### config.mk
export PLATFORM = sky130hd
export DESIGN_NAME = crosspoint_switch_eight_by_eight
export DESIGN_NICKNAME = d
export VERILOG_FILES = /design/src/logic/xpt_pkg.sv /design/src/logic/crosspoint_switch_eight_by_eight.sv
export SDC_FILE = /design/constraint.sdc
export NUM_CORES = 1
export LEC_CHECK = 0
export BUFFER_PORTS_ARGS = -buffer_cell sky130_fd_sc_hd__buf_4
export CORE_UTILIZATION = 30
export CTS_BUF_LIST = sky130_fd_sc_hd__clkbuf_4
export DETAILED_ROUTE_END_ITERATION = 8
export PLACE_DENSITY = 0.47
export SYNTH_ARGS = -nofsm -noshare
export SYNTH_HDL_FRONTEND = slang
export SYNTH_SLANG_ARGS = --single-unit
### constraint.sdc
create_clock -name aclk -period 6.4 [get_ports aclk]
set_input_delay 0.32 -clock aclk [delete_from_list [all_inputs] [get_ports aclk]]
set_output_delay 0.32 -clock aclk [all_outputs]
set_load 0.01 [all_outputs]
### src/logic/xpt_pkg.sv
// constants shared by the crosspoint switch and its bench
// assumes a single 100 MHz clock and an AXI4-Lite register port
package xpt_pkg;
    // register byte addresses
    localparam logic [3:0] ADDR_CTRL = 4'h0;
    localparam logic [3:0] ADDR_STATUS = 4'h4;
    localparam logic [3:0] ADDR_OUT = 4'h8;
    localparam logic [3:0] ADDR_COUNT = 4'hc;
    // control fields
    localparam int CTRL_HOLD = 0;      // keep unaddressed outputs
    localparam int CTRL_OUTREG = 1;    // 1 registered, 0 direct
    localparam int CTRL_MODE_LSB = 2;  // two-bit input mode
    localparam int CTRL_FALL = 4;      // capture on falling edge
    localparam int CTRL_CLKSEL = 5;    // 0 strobe a, 1 strobe b
    localparam logic [7:0] CTRL_RESET = 8'h03;
    // input modes
    localparam logic [1:0] MODE_FLOW = 2'h0;
    localparam logic [1:0] MODE_LATCH = 2'h1;
    localparam logic [1:0] MODE_EDGE = 2'h2;
    // status fields
    localparam int ST_FULL = 0;
    localparam int ST_EMPTY = 1;
    localparam int ST_STABLE = 2;
    localparam int ST_LEVEL_LSB = 4;
    // one buffer entry: {dest[2:0], source[2:0], data[7:0]}
    localparam int NUM_PORTS = 8;
    localparam int SEL_W = 3;
    localparam int ENTRY_W = NUM_PORTS + 2 * SEL_W;
    localparam int SRC_LSB = NUM_PORTS;
    localparam int DST_LSB = NUM_PORTS + SEL_W;
    // timing
    localparam int CLK_PERIOD_NS = 10;
    localparam int SETTLE_NS = 17;
    localparam int SETTLE_CYC = (SETTLE_NS + CLK_PERIOD_NS - 1) / CLK_PERIOD_NS;
    // bus responses
    localparam logic [1:0] RESP_OKAY = 2'h0;
    localparam logic [1:0] RESP_DECERR = 2'h3;
endpackage

### src/logic/crosspoint_switch_eight_by_eight.sv
// eight-in, eight-out single-bit crosspoint switch with axi4-lite control
// assumes pins are synchronous to aclk; strobe inputs are sampled levels
//
// How it works
// - three source bits pick one data input
// - three destination bits pick output, binary index
// - one shared selected bit gated per output
// - hold keeps unaddressed outputs at last value
// - hold is own value and-not decode, or-ed
// - outputs registered or driven straight through
// - inputs flow-through or captured on strobe edges
// - optional transparent latch on input pins
// - flow-through inputs must settle 17 ns first in MODE_FLOW; mode 3 passes pins unsettled
// - selected bit reaches output within one cycle
`timescale 1ns/1ps
module crosspoint_switch_eight_by_eight #(
    parameter int BUF_DEPTH = 2
) (
    input wire logic aclk,
    input wire logic aresetn,
    input wire logic [3:0] awaddr,
    input wire logic awvalid,
    output logic awready,
    input wire logic [31:0] wdata,
    input wire logic [3:0] wstrb,
    input wire logic wvalid,
    output logic wready,
    output logic [1:0] bresp,
    output logic bvalid,
    input wire logic bready,
    input wire logic [3:0] araddr,
    input wire logic arvalid,
    output logic arready,
    output logic [31:0] rdata,
    output logic [1:0] rresp,
    output logic rvalid,
    input wire logic rready,
    input wire logic [7:0] switch_data_in,
    input wire logic source_select_bit0,
    input wire logic source_select_bit1,
    input wire logic source_select_bit2,
    input wire logic dest_select_bit0,
    input wire logic dest_select_bit1,
    input wire logic dest_select_bit2,
    input wire logic cap_strobe_a,
    input wire logic cap_strobe_b,
    input wire logic latch_open,
    input wire logic route_valid,
    output logic route_ready,
    output logic apply_valid,
    input wire logic apply_ready,
    output logic [7:0] switch_out
);
    localparam int PTR_W = (BUF_DEPTH > 1) ? $clog2(BUF_DEPTH) : 1;
    localparam int CNT_W = $clog2(BUF_DEPTH + 1);
    localparam int EW = xpt_pkg::ENTRY_W;
    localparam int SW = xpt_pkg::SEL_W;

    // overview of the data path, front to back:
    // pins are packed into one word of data, source index and destination index
    // the input mode picks that word live, from the latch, or from the edge capture
    // a small buffer sits between the pin side and the output side
    // so a stalled receiver never loses a route that was already offered
    // the head of the buffer drives one shared selected bit
    // every output gates that bit with its own destination decode
    // the hold term keeps unaddressed outputs, or clears them when hold is off
    // limitation: with hold on, only one output changes per applied route
    // limitation: the capture strobes are sampled levels, not real clocks,
    // so a strobe pulse shorter than one aclk period can be missed
    // trade-off: sampling the strobes keeps the whole block on one clock

    // whole module state in one record
    typedef struct packed {
        logic [7:0] ctrl;                 // control register
        logic strobe_a;                   // last sample of strobe a
        logic strobe_b;                   // last sample of strobe b
        logic [EW-1:0] capt;              // edge-captured inputs
        logic [EW-1:0] latch;             // latch contents while closed
        logic [EW-1:0] prev;              // last pin sample, for settling
        logic [1:0] stab;                 // cycles the pins held still
        logic [BUF_DEPTH-1:0][EW-1:0] mem; // route buffer
        logic [PTR_W-1:0] wp;
        logic [PTR_W-1:0] rp;
        logic [CNT_W-1:0] cnt;
        logic [7:0] outs;                 // registered outputs
        logic [15:0] routed;              // applied routes
        logic awv;                        // write address held
        logic [3:0] aw;
        logic wv;                         // write data held
        logic [31:0] wd;
        logic [3:0] ws;
        logic bv;
        logic [1:0] br;
        logic rv;
        logic [31:0] rd;
        logic [1:0] rr;
    } state_t;

    state_t s_q;
    state_t s_d;

    logic [EW-1:0] pins;         // raw pin word
    logic [EW-1:0] front;        // word after input mode
    logic [1:0] mode;
    logic strobe_now;            // chosen strobe level
    logic strobe_was;
    logic cap_edge;              // selected edge seen
    logic stable;                // pins settled long enough
    logic full;
    logic empty;
    logic push;
    logic pop;
    logic [EW-1:0] head;         // oldest buffered route
    logic [SW-1:0] src;
    logic [SW-1:0] dst;
    logic selected_data_term;    // shared input multiplexer
    logic [7:0] dest_hit;        // one-hot destination decode
    logic [7:0] next_out;        // value each output takes on apply
    logic aw_take;
    logic w_take;
    logic ar_take;
    logic [31:0] rmux;
    logic [1:0] rsel;

    // pin word packing
    assign pins = {dest_select_bit2, dest_select_bit1, dest_select_bit0,
                   source_select_bit2, source_select_bit1, source_select_bit0,
                   switch_data_in};
    assign mode = s_q.ctrl[xpt_pkg::CTRL_MODE_LSB +: 2];

    // strobe edge detect on the chosen capture strobe
    assign strobe_now = s_q.ctrl[xpt_pkg::CTRL_CLKSEL] ? cap_strobe_b : cap_strobe_a;
    assign strobe_was = s_q.ctrl[xpt_pkg::CTRL_CLKSEL] ? s_q.strobe_b : s_q.strobe_a;
    assign cap_edge = s_q.ctrl[xpt_pkg::CTRL_FALL] ? (strobe_was & ~strobe_now)
                                                   : (~strobe_was & strobe_now);

    // input word by mode
    always_comb begin
        case (mode)
            xpt_pkg::MODE_LATCH: front = latch_open ? pins : s_q.latch;
            xpt_pkg::MODE_EDGE: front = s_q.capt;
            default: front = pins; // flow-through
        endcase
    end

    // MODE_FLOW words are only taken once the pins have settled; mode 3 also passes the pins but skips this check
    // the live compare against the last sample closes the gap of the cycle
    // in which the pins change but the settle count has not yet dropped;
    // without it a word could be taken on the very cycle the pins move
    assign stable = (s_q.stab >= 2'(xpt_pkg::SETTLE_CYC)) & (pins == s_q.prev);

    // buffer flags and handshakes
    assign full = (s_q.cnt == CNT_W'(BUF_DEPTH));
    assign empty = (s_q.cnt == '0);
    assign route_ready = ~full & ((mode != xpt_pkg::MODE_FLOW) | stable);
    assign apply_valid = ~empty;
    assign push = route_valid & route_ready;
    assign pop = apply_valid & apply_ready;
    assign head = s_q.mem[s_q.rp];

    // shared selection, built once for all outputs
    assign src = head[xpt_pkg::SRC_LSB +: SW];
    assign dst = head[xpt_pkg::DST_LSB +: SW];
    assign selected_data_term = head[src];

    // per-output gate and hold term
    for (genvar i = 0; i < 8; i++) begin : g_out
        assign dest_hit[i] = (dst == SW'(i));
        assign next_out[i] = (selected_data_term & dest_hit[i])
                           | (s_q.ctrl[xpt_pkg::CTRL_HOLD] & ~dest_hit[i]
                              & s_q.outs[i]);
    end

    // output pins: registered copy, or the live next value while a route waits
    // direct mode shows the value the head route would give, so the
    // selected bit reaches the pin in the same cycle it is offered
    // with an empty buffer there is nothing to show but the registered copy
    // hazard: in direct mode the pins may glitch as the head changes
    always_comb begin
        if (s_q.ctrl[xpt_pkg::CTRL_OUTREG] | empty) begin
            switch_out = s_q.outs;
        end else begin
            switch_out = next_out; // direct path, same cycle
        end
    end

    // bus handshakes; one write and one read at a time
    // each write half is held in its own slot until both are present
    // the response is raised the cycle after both halves are held
    // no new half is taken while a response waits, which keeps the
    // slots from being overwritten before the write commits
    // reads answer one cycle after the address is taken
    // the read slot stays busy until the master takes the data
    assign awready = ~s_q.awv & ~s_q.bv;
    assign wready = ~s_q.wv & ~s_q.bv;
    assign arready = ~s_q.rv;
    assign aw_take = awvalid & awready;
    assign w_take = wvalid & wready;
    assign ar_take = arvalid & arready;
    assign bvalid = s_q.bv;
    assign bresp = s_q.br;
    assign rvalid = s_q.rv;
    assign rdata = s_q.rd;
    assign rresp = s_q.rr;

    // read data select
    always_comb begin
        rmux = 32'h0;
        rsel = xpt_pkg::RESP_OKAY;
        case (araddr)
            xpt_pkg::ADDR_CTRL: rmux[7:0] = s_q.ctrl;
            xpt_pkg::ADDR_STATUS: begin
                rmux[xpt_pkg::ST_FULL] = full;
                rmux[xpt_pkg::ST_EMPTY] = empty;
                rmux[xpt_pkg::ST_STABLE] = stable;
                rmux[xpt_pkg::ST_LEVEL_LSB +: CNT_W] = s_q.cnt;
            end
            xpt_pkg::ADDR_OUT: rmux[7:0] = switch_out;
            xpt_pkg::ADDR_COUNT: rmux[15:0] = s_q.routed;
            default: rsel = xpt_pkg::RESP_DECERR; // unmapped
        endcase
    end

    // next state
    // every register of the block is written here, in one place, so the
    // order of the updates below decides which wins when two collide
    // reset comes last on purpose: it overrides everything above
    // the buffer pointers wrap at the depth, which need not be a power of two
    // the level counter moves only when exactly one side acts
    // the settle counter saturates, so it never wraps back to unsettled
    // the route counter wraps silently at its width
    always_comb begin
        s_d = s_q;
        // strobe history
        s_d.strobe_a = cap_strobe_a;
        s_d.strobe_b = cap_strobe_b;
        // edge capture
        if (cap_edge) begin
            s_d.capt = pins;
        end
        // transparent latch follows while open
        if (latch_open) begin
            s_d.latch = pins;
        end
        // settle counter, saturating
        s_d.prev = pins;
        if (pins != s_q.prev) begin
            s_d.stab = 2'h0;
        end else if (!stable) begin
            s_d.stab = s_q.stab + 2'h1;
        end
        // buffer write side
        if (push) begin
            s_d.mem[s_q.wp] = front;
            s_d.wp = (s_q.wp == PTR_W'(BUF_DEPTH - 1)) ? '0 : s_q.wp + PTR_W'(1);
        end
        // buffer read side applies one route per cycle
        if (pop) begin
            s_d.rp = (s_q.rp == PTR_W'(BUF_DEPTH - 1)) ? '0 : s_q.rp + PTR_W'(1);
            s_d.outs = next_out; // rising edge update
            s_d.routed = s_q.routed + 16'h1;
        end
        // level tracks both sides
        if (push & ~pop) begin
            s_d.cnt = s_q.cnt + CNT_W'(1);
        end else if (pop & ~push) begin
            s_d.cnt = s_q.cnt - CNT_W'(1);
        end
        // write address and data, either order
        if (aw_take) begin
            s_d.awv = 1'b1;
            s_d.aw = awaddr;
        end
        if (w_take) begin
            s_d.wv = 1'b1;
            s_d.wd = wdata;
            s_d.ws = wstrb;
        end
        // commit once both halves are held
        if (s_q.awv & s_q.wv & ~s_q.bv) begin
            s_d.awv = 1'b0;
            s_d.wv = 1'b0;
            s_d.bv = 1'b1;
            s_d.br = xpt_pkg::RESP_OKAY;
            case (s_q.aw)
                xpt_pkg::ADDR_CTRL: begin
                    if (s_q.ws[0]) begin
                        s_d.ctrl = s_q.wd[7:0];
                    end
                end
                xpt_pkg::ADDR_STATUS, xpt_pkg::ADDR_OUT, xpt_pkg::ADDR_COUNT: begin
                    s_d.br = xpt_pkg::RESP_OKAY; // read-only, write ignored
                end
                default: s_d.br = xpt_pkg::RESP_DECERR;
            endcase
        end
        if (s_q.bv & bready) begin
            s_d.bv = 1'b0;
        end
        // read answer registered on the same edge that takes the address
        if (ar_take) begin
            s_d.rv = 1'b1;
            s_d.rd = rmux;
            s_d.rr = rsel;
        end else if (s_q.rv & rready) begin
            s_d.rv = 1'b0;
        end
        // synchronous reset, outputs cleared so holds start defined
        if (!aresetn) begin
            s_d = '0;
            s_d.ctrl = xpt_pkg::CTRL_RESET;
        end
    end

    // the only flip-flops
    // all state moves together on the rising edge; no other process
    // holds memory, which keeps the reset and the timing in one spot
    always_ff @(posedge aclk) begin
        s_q <= s_d;
    end
endmodule

; ---- Yosys cells after proc, flatten, opt, wreduce, memory -nomap -nowiden
; Index checks and enable logic that the tools add are counted.
[word_totals]
wordCells = 163
output_inout_bits = 51
reg_bits = 147
[op_classes]
bitwise = 70
muxes = 26
n_lt_le_gt_ge = 5
n_eq_ne = 18
n_reduce_logical = 14
n_addsub = 6
[ops]
columns = cell, n
row1 = two-way mux 14 bit, 4
row2 = AND 1 bit, 41
row3 = bitwise mux 28 bit, 1
row4 = case mux 14 bit (2 select lines), 1
row5 = inverter 1 bit, 19
row6 = adder 16 x 1 -> 16 bit (second input constant), 1
row7 = equality test 4 bit (second input constant), 4
row8 = two-way mux 8 bit, 2
row9 = demux 14 bit (select 1 bit), 1
row10 = equality test 14 bit, 1
row11 = inequality test 14 bit, 1
row12 = equality test 3 bit (second input constant), 4
row13 = case mux 3 bit (4 select lines), 1
row14 = OR 1 bit, 10
row15 = equality test 4 x 3 -> 1 bit (second input constant), 2
row16 = logical NOT 4 bit, 2
row17 = two-way mux 1 bit, 8
row18 = two-way mux 2 bit, 4
row19 = case mux 2 bit (4 select lines), 1
row20 = OR reduction 4 bit, 2
row21 = equality test 3 x 2 -> 1 bit (second input constant), 2
row22 = case mux 2 bit (3 select lines), 1
row23 = nonzero test 2 bit, 3
row24 = OR reduction 2 bit, 3
row25 = 16 further kinds, 20

; ---- Logic depth before layout (Yosys ltp)
[depth]
word_depth = 9
depth_mapped = 10
ltp_nobuf = 10

; ---- Worst setup path before layout
; OpenSTA, ideal clock, no wires.
[synth_path]
path_kind = in2reg
startpoint = input switch_data_in[4]
endpoint = register s_q[105] (netlist bit)
stages = 7
n_path_buf = 0
setup_time_ns = 0.070
required_time_ns = 6.330
arrival_ns = 2.006
setup_slack_ns = 4.323
path_cell_list = xor2_1 > nor4_2 > nand4_2 > a21oi_1 > ha_1 > or3_1 > a21oi_1
[synth_between]
elab_chain_cells = 8
[synth_rtl]
columns = element, line_no
row1 = "start, declared", crosspoint_switch_eight_by_eight.sv:38  ; input wire logic [7:0] switch_data_in,
row2 = equality test 14 bit (*), crosspoint_switch_eight_by_eight.sv:150  ; assign stable = (s_q.stab >= 2'(xpt_pkg::SETTLE_CYC)) & (pins == s_q.prev);
row3 = AND 1 bit (*), crosspoint_switch_eight_by_eight.sv:150
row4 = OR 1 bit (*), crosspoint_switch_eight_by_eight.sv:155  ; assign route_ready = ~full & ((mode != xpt_pkg::MODE_FLOW) | stable);
row5 = AND 1 bit (*), crosspoint_switch_eight_by_eight.sv:155
row6 = AND 1 bit (*), crosspoint_switch_eight_by_eight.sv:157  ; assign push = route_valid & route_ready;
row7 = named net push, crosspoint_switch_eight_by_eight.sv:111  ; logic push;
row8 = inverter 1 bit, crosspoint_switch_eight_by_eight.sv:266  ; end else if (pop & ~push) begin
row9 = AND 1 bit, crosspoint_switch_eight_by_eight.sv:266
row10 = nonzero test 2 bit (no source line), -
row11 = "end signal, assigned", crosspoint_switch_eight_by_eight.sv:319  ; s_q <= s_d;
row12 = "end, declared", crosspoint_switch_eight_by_eight.sv:99  ; state_t s_q;
; Mark *: on every way through the listed nets, which the timed path passes. The rest lies on a longest branch.
; A chain may end at the register's enable or synchronous reset.

; ---- Worst setup path after layout
[layout_path]
startpoint = register s_q[104] (netlist bit)
endpoint = output switch_out[7]
[layout_between]
elab_chain_cells = 3
[layout_rtl]
columns = element, line_no
row1 = logical NOT 2 bit, crosspoint_switch_eight_by_eight.sv:154  ; assign empty = (s_q.cnt == '0);
row2 = OR 1 bit, crosspoint_switch_eight_by_eight.sv:180  ; if (s_q.ctrl[xpt_pkg::CTRL_OUTREG] | empty) begin
row3 = two-way mux 8 bit, crosspoint_switch_eight_by_eight.sv:180
row4 = "end, declared", crosspoint_switch_eight_by_eight.sv:52  ; output logic [7:0] switch_out
; No other way between the ends.

==> results.cfg <==
[run_status]
status = finished, final reports clean

[placement]
place_area_um2 = 7290
place_inst = 1055
io_buffers = 77
dpl.hpwl_mm = 11.3
gp_congestion = 0.781

[worst_setup_path]
startpoint_type = flop
cp_num_buf_inv = 1
cp.required_ns = 6.08
crit_chain = or2_2, nor2b_1, nand2_1, o21ai_0, buf_4
path_class = reg -> out
crit_fanout = 13
slowest_stage = nor2b_1
critPathArrivalTime_ns = 2.99
slowest_delay_ns = 0.68
cp-end-kind = output pin
cp_top_family = simple AND/OR/NAND/NOR gates

[global_route]
grt_pass1_vias = 5160
grt_pass1_wl_mm = 27.6
grt_start_max_net_pins = 76
antenna_found_initial = 1
grt_usage_pct = 15.0
grt_overflow_total = 0

[synth]
synthXorXnorAreaFrac_pct = 4.03
avgSynthCellArea_um2 = 8.95
ys_types = 58
syn_inst = 753
synth-compound-area-share_pct = 13.2
synth_mux_area_share_pct = 12.5
synth_edf_count = 0
synth_area_um2 = 6740
yosysSeqAreaShare_pct = 43.1
synth_common_cells = dfxtp_1 (145), nor2_1 (103), nand2_1 (87)
yosys.area_share.simple_pct = 18.4
yosysTopAreaCell = dfxtp_1
synth_top_family_by_area = simple AND/OR/NAND/NOR gates
synth_ff_type = dfxtp_1
ys_ff_latch = 145
ys_warn_count = 0
yosysMostFrequentCell = dfxtp_1
synth_top_area_share_pct = 43.1
synthTopCellsByArea = dfxtp_1 (43%), mux2i_1 (11%), nor2_1 (5.7%)
synthAdderAreaFrac_pct = 1.11
synth_async_sr_flop_share_pct = 0

[pwr]
swShare_pct = 26.6
internal_power_uw = 1300
pwr-share-clk_pct = 35.1
p_seq_share_pct = 53.8
p_sw_uw = 472
pwr_density_cell_nw_per_um2 = 225
power_frac_comb_pct = 11.1
ir_drop_v = 0.000125
p_leak_uw = 0.00308
p_total_uw = 1770

[routing]
drt_iter0_drc = 272
routed_wl_mm = 16.7
drc_errors = 0
wl_per_cell_um = 15.0
vias = 5210
viasPerCell = 4.66
ant_nets = 0
dr.pass1.iters = 4

[sta]
slew_headroom_pct = 27.9
finalCritPeriodShare_pct = 51.7
min_period_ns = 3.31
max_freq_mhz = 302
setup_viol = 0
tns_ns = 0
hold_violations = 0
worst_pin_slew_ns = 1.08
rsz0062_at_grt = false
maxSlewViolCount = 0
finClkSkew_ns = 0.0252

[die]
pin_count = 121
rows = 54
initial_core_util_pct = 30.8
coreArea_um2 = 21900
die_x_um = 152
fp.dieH_um = 152
dieArea_um2 = 23100

[clock_network]
hold_buffers = 30
clock-sinks = 145
cts_tree = built
cts.path.max_buffers = 2
cts.root.buffer_cell = clkbuf_4
htreeDepth = 4
clkTransAtPathRegs_ns = 0.11
postCtsResizedCells = 0
post_cts_buffers = 0
insertion_delay_ns = 0.54
cts_buffers = 17

[finish]
stdcell_count = 1118
finalInstanceArea_um2 = 7900
finalNetCount = 900
fill_cells = 2338
area.growth.synth_to_final_pct = 17.2
drive_gt1_share_pct = 16.1
final_util_pct = 36.1

[job]
drv_cap = 0

[worst_hold_path]
min_path_type = in -> reg
-- sequential cells by signal, indices dropped and copies added (netlist names) --
signal	count
rdata	16
s_q	123
rvalid	1
mode	2
rresp	1
bresp	1
bvalid	1
-- logic make-up after synthesis --
group / Yosys count
AO/OA/AOI/OAI: 134
XOR/XNOR: 31
adder cells (fa/ha/maj): 6
buffers and inverters: 86
flip-flops: 145
multiplexers: 79
other: 1
AND/OR/NAND/NOR: 271
-- per-layer routing --
metal	track usage (%)	part of all wire, %	vias to the layer above
li1	-	-	2700
met2	23.4	46	81
met1	20.8	50	2418
met5	0	0	-
met3	2.97	2.8	11
met4	4.52	1.1	0
-- worst paths after layout --
kind	start	end	slack (ns)	depth (start not counted)
worst min register to register	rdata[9]$_SDFFE_PN0P_	rdata[9]$_SDFFE_PN0P_	0.46	2
worst min-delay path	switch_data_in[3]	s_q[141]$_SDFF_PN0_	0.06	2
worst max register to register	mode[0]$_SDFFE_PN0P_	s_q[126]$_SDFFE_PN0P_	3.79	6
worst max-delay path	s_q[104]$_SDFFE_PN0P_	switch_out[7]	3.09	5
-- cell type report --
class	instances	area [µm²]	area share [%]
Sequential cell	145	2900	36.8
Antenna cell	1	2.50	0.0317
Multi-Input combinational cell	537	3390	42.9
Timing Repair Buffer	110	901	11.4
Tap cell	280	350	4.44
Inverter	13	50.0	0.634
Clock inverter	13	161	2.04
Clock buffer	19	143	1.81
-- worst reg2reg max path, delay by kind of cell, from the launching register on --
kind            cells  cell delay, ns
compound gates      1            0.47
buf+inv             1            0.09
flops               1            0.44
fa+ha+maj           1            0.71
mux                 1            0.15
simple gates        2            0.64
-- through the flow --
step / hold slack (ns) / worst slack [ns]
finish: 0.0594 / 3.09
global route: 0.0151 / 2.88
CTS: 0.00510 / 3.05
detailed placement: 0.447 / 3.64
global placement: 0.441 / 3.62
floorplan: 0.419 / 4.32
-- layout by cell type, fill, tap and decap left out, types with 6 or more instances in the layout --
master	instances
and2_1	17
clkbuf_4	19
conb_1	16
a22o_1	23
a21oi_1	42
and3_1	6
o22ai_1	9
nand2_1	87
o21ai_0	26
or3_1	8
xor2_1	23
nand3_1	15
dlygate4sd3_1	30
xnor2_1	8
nor2_1	103
mux2i_1	72
buf_4	80
ha_1	6
inv_1	12
dfxtp_1	145
-- power by group through the flow --
stage	clock network [µW]	logic, µW	registers [µW]
after floorplan	0	131	968
after global placement	0	183	976
after detailed placement	0	183	976
after CTS	650	199	956
after global routing	688	220	961
final	623	196	955
(Power assumes the default switching activity.)
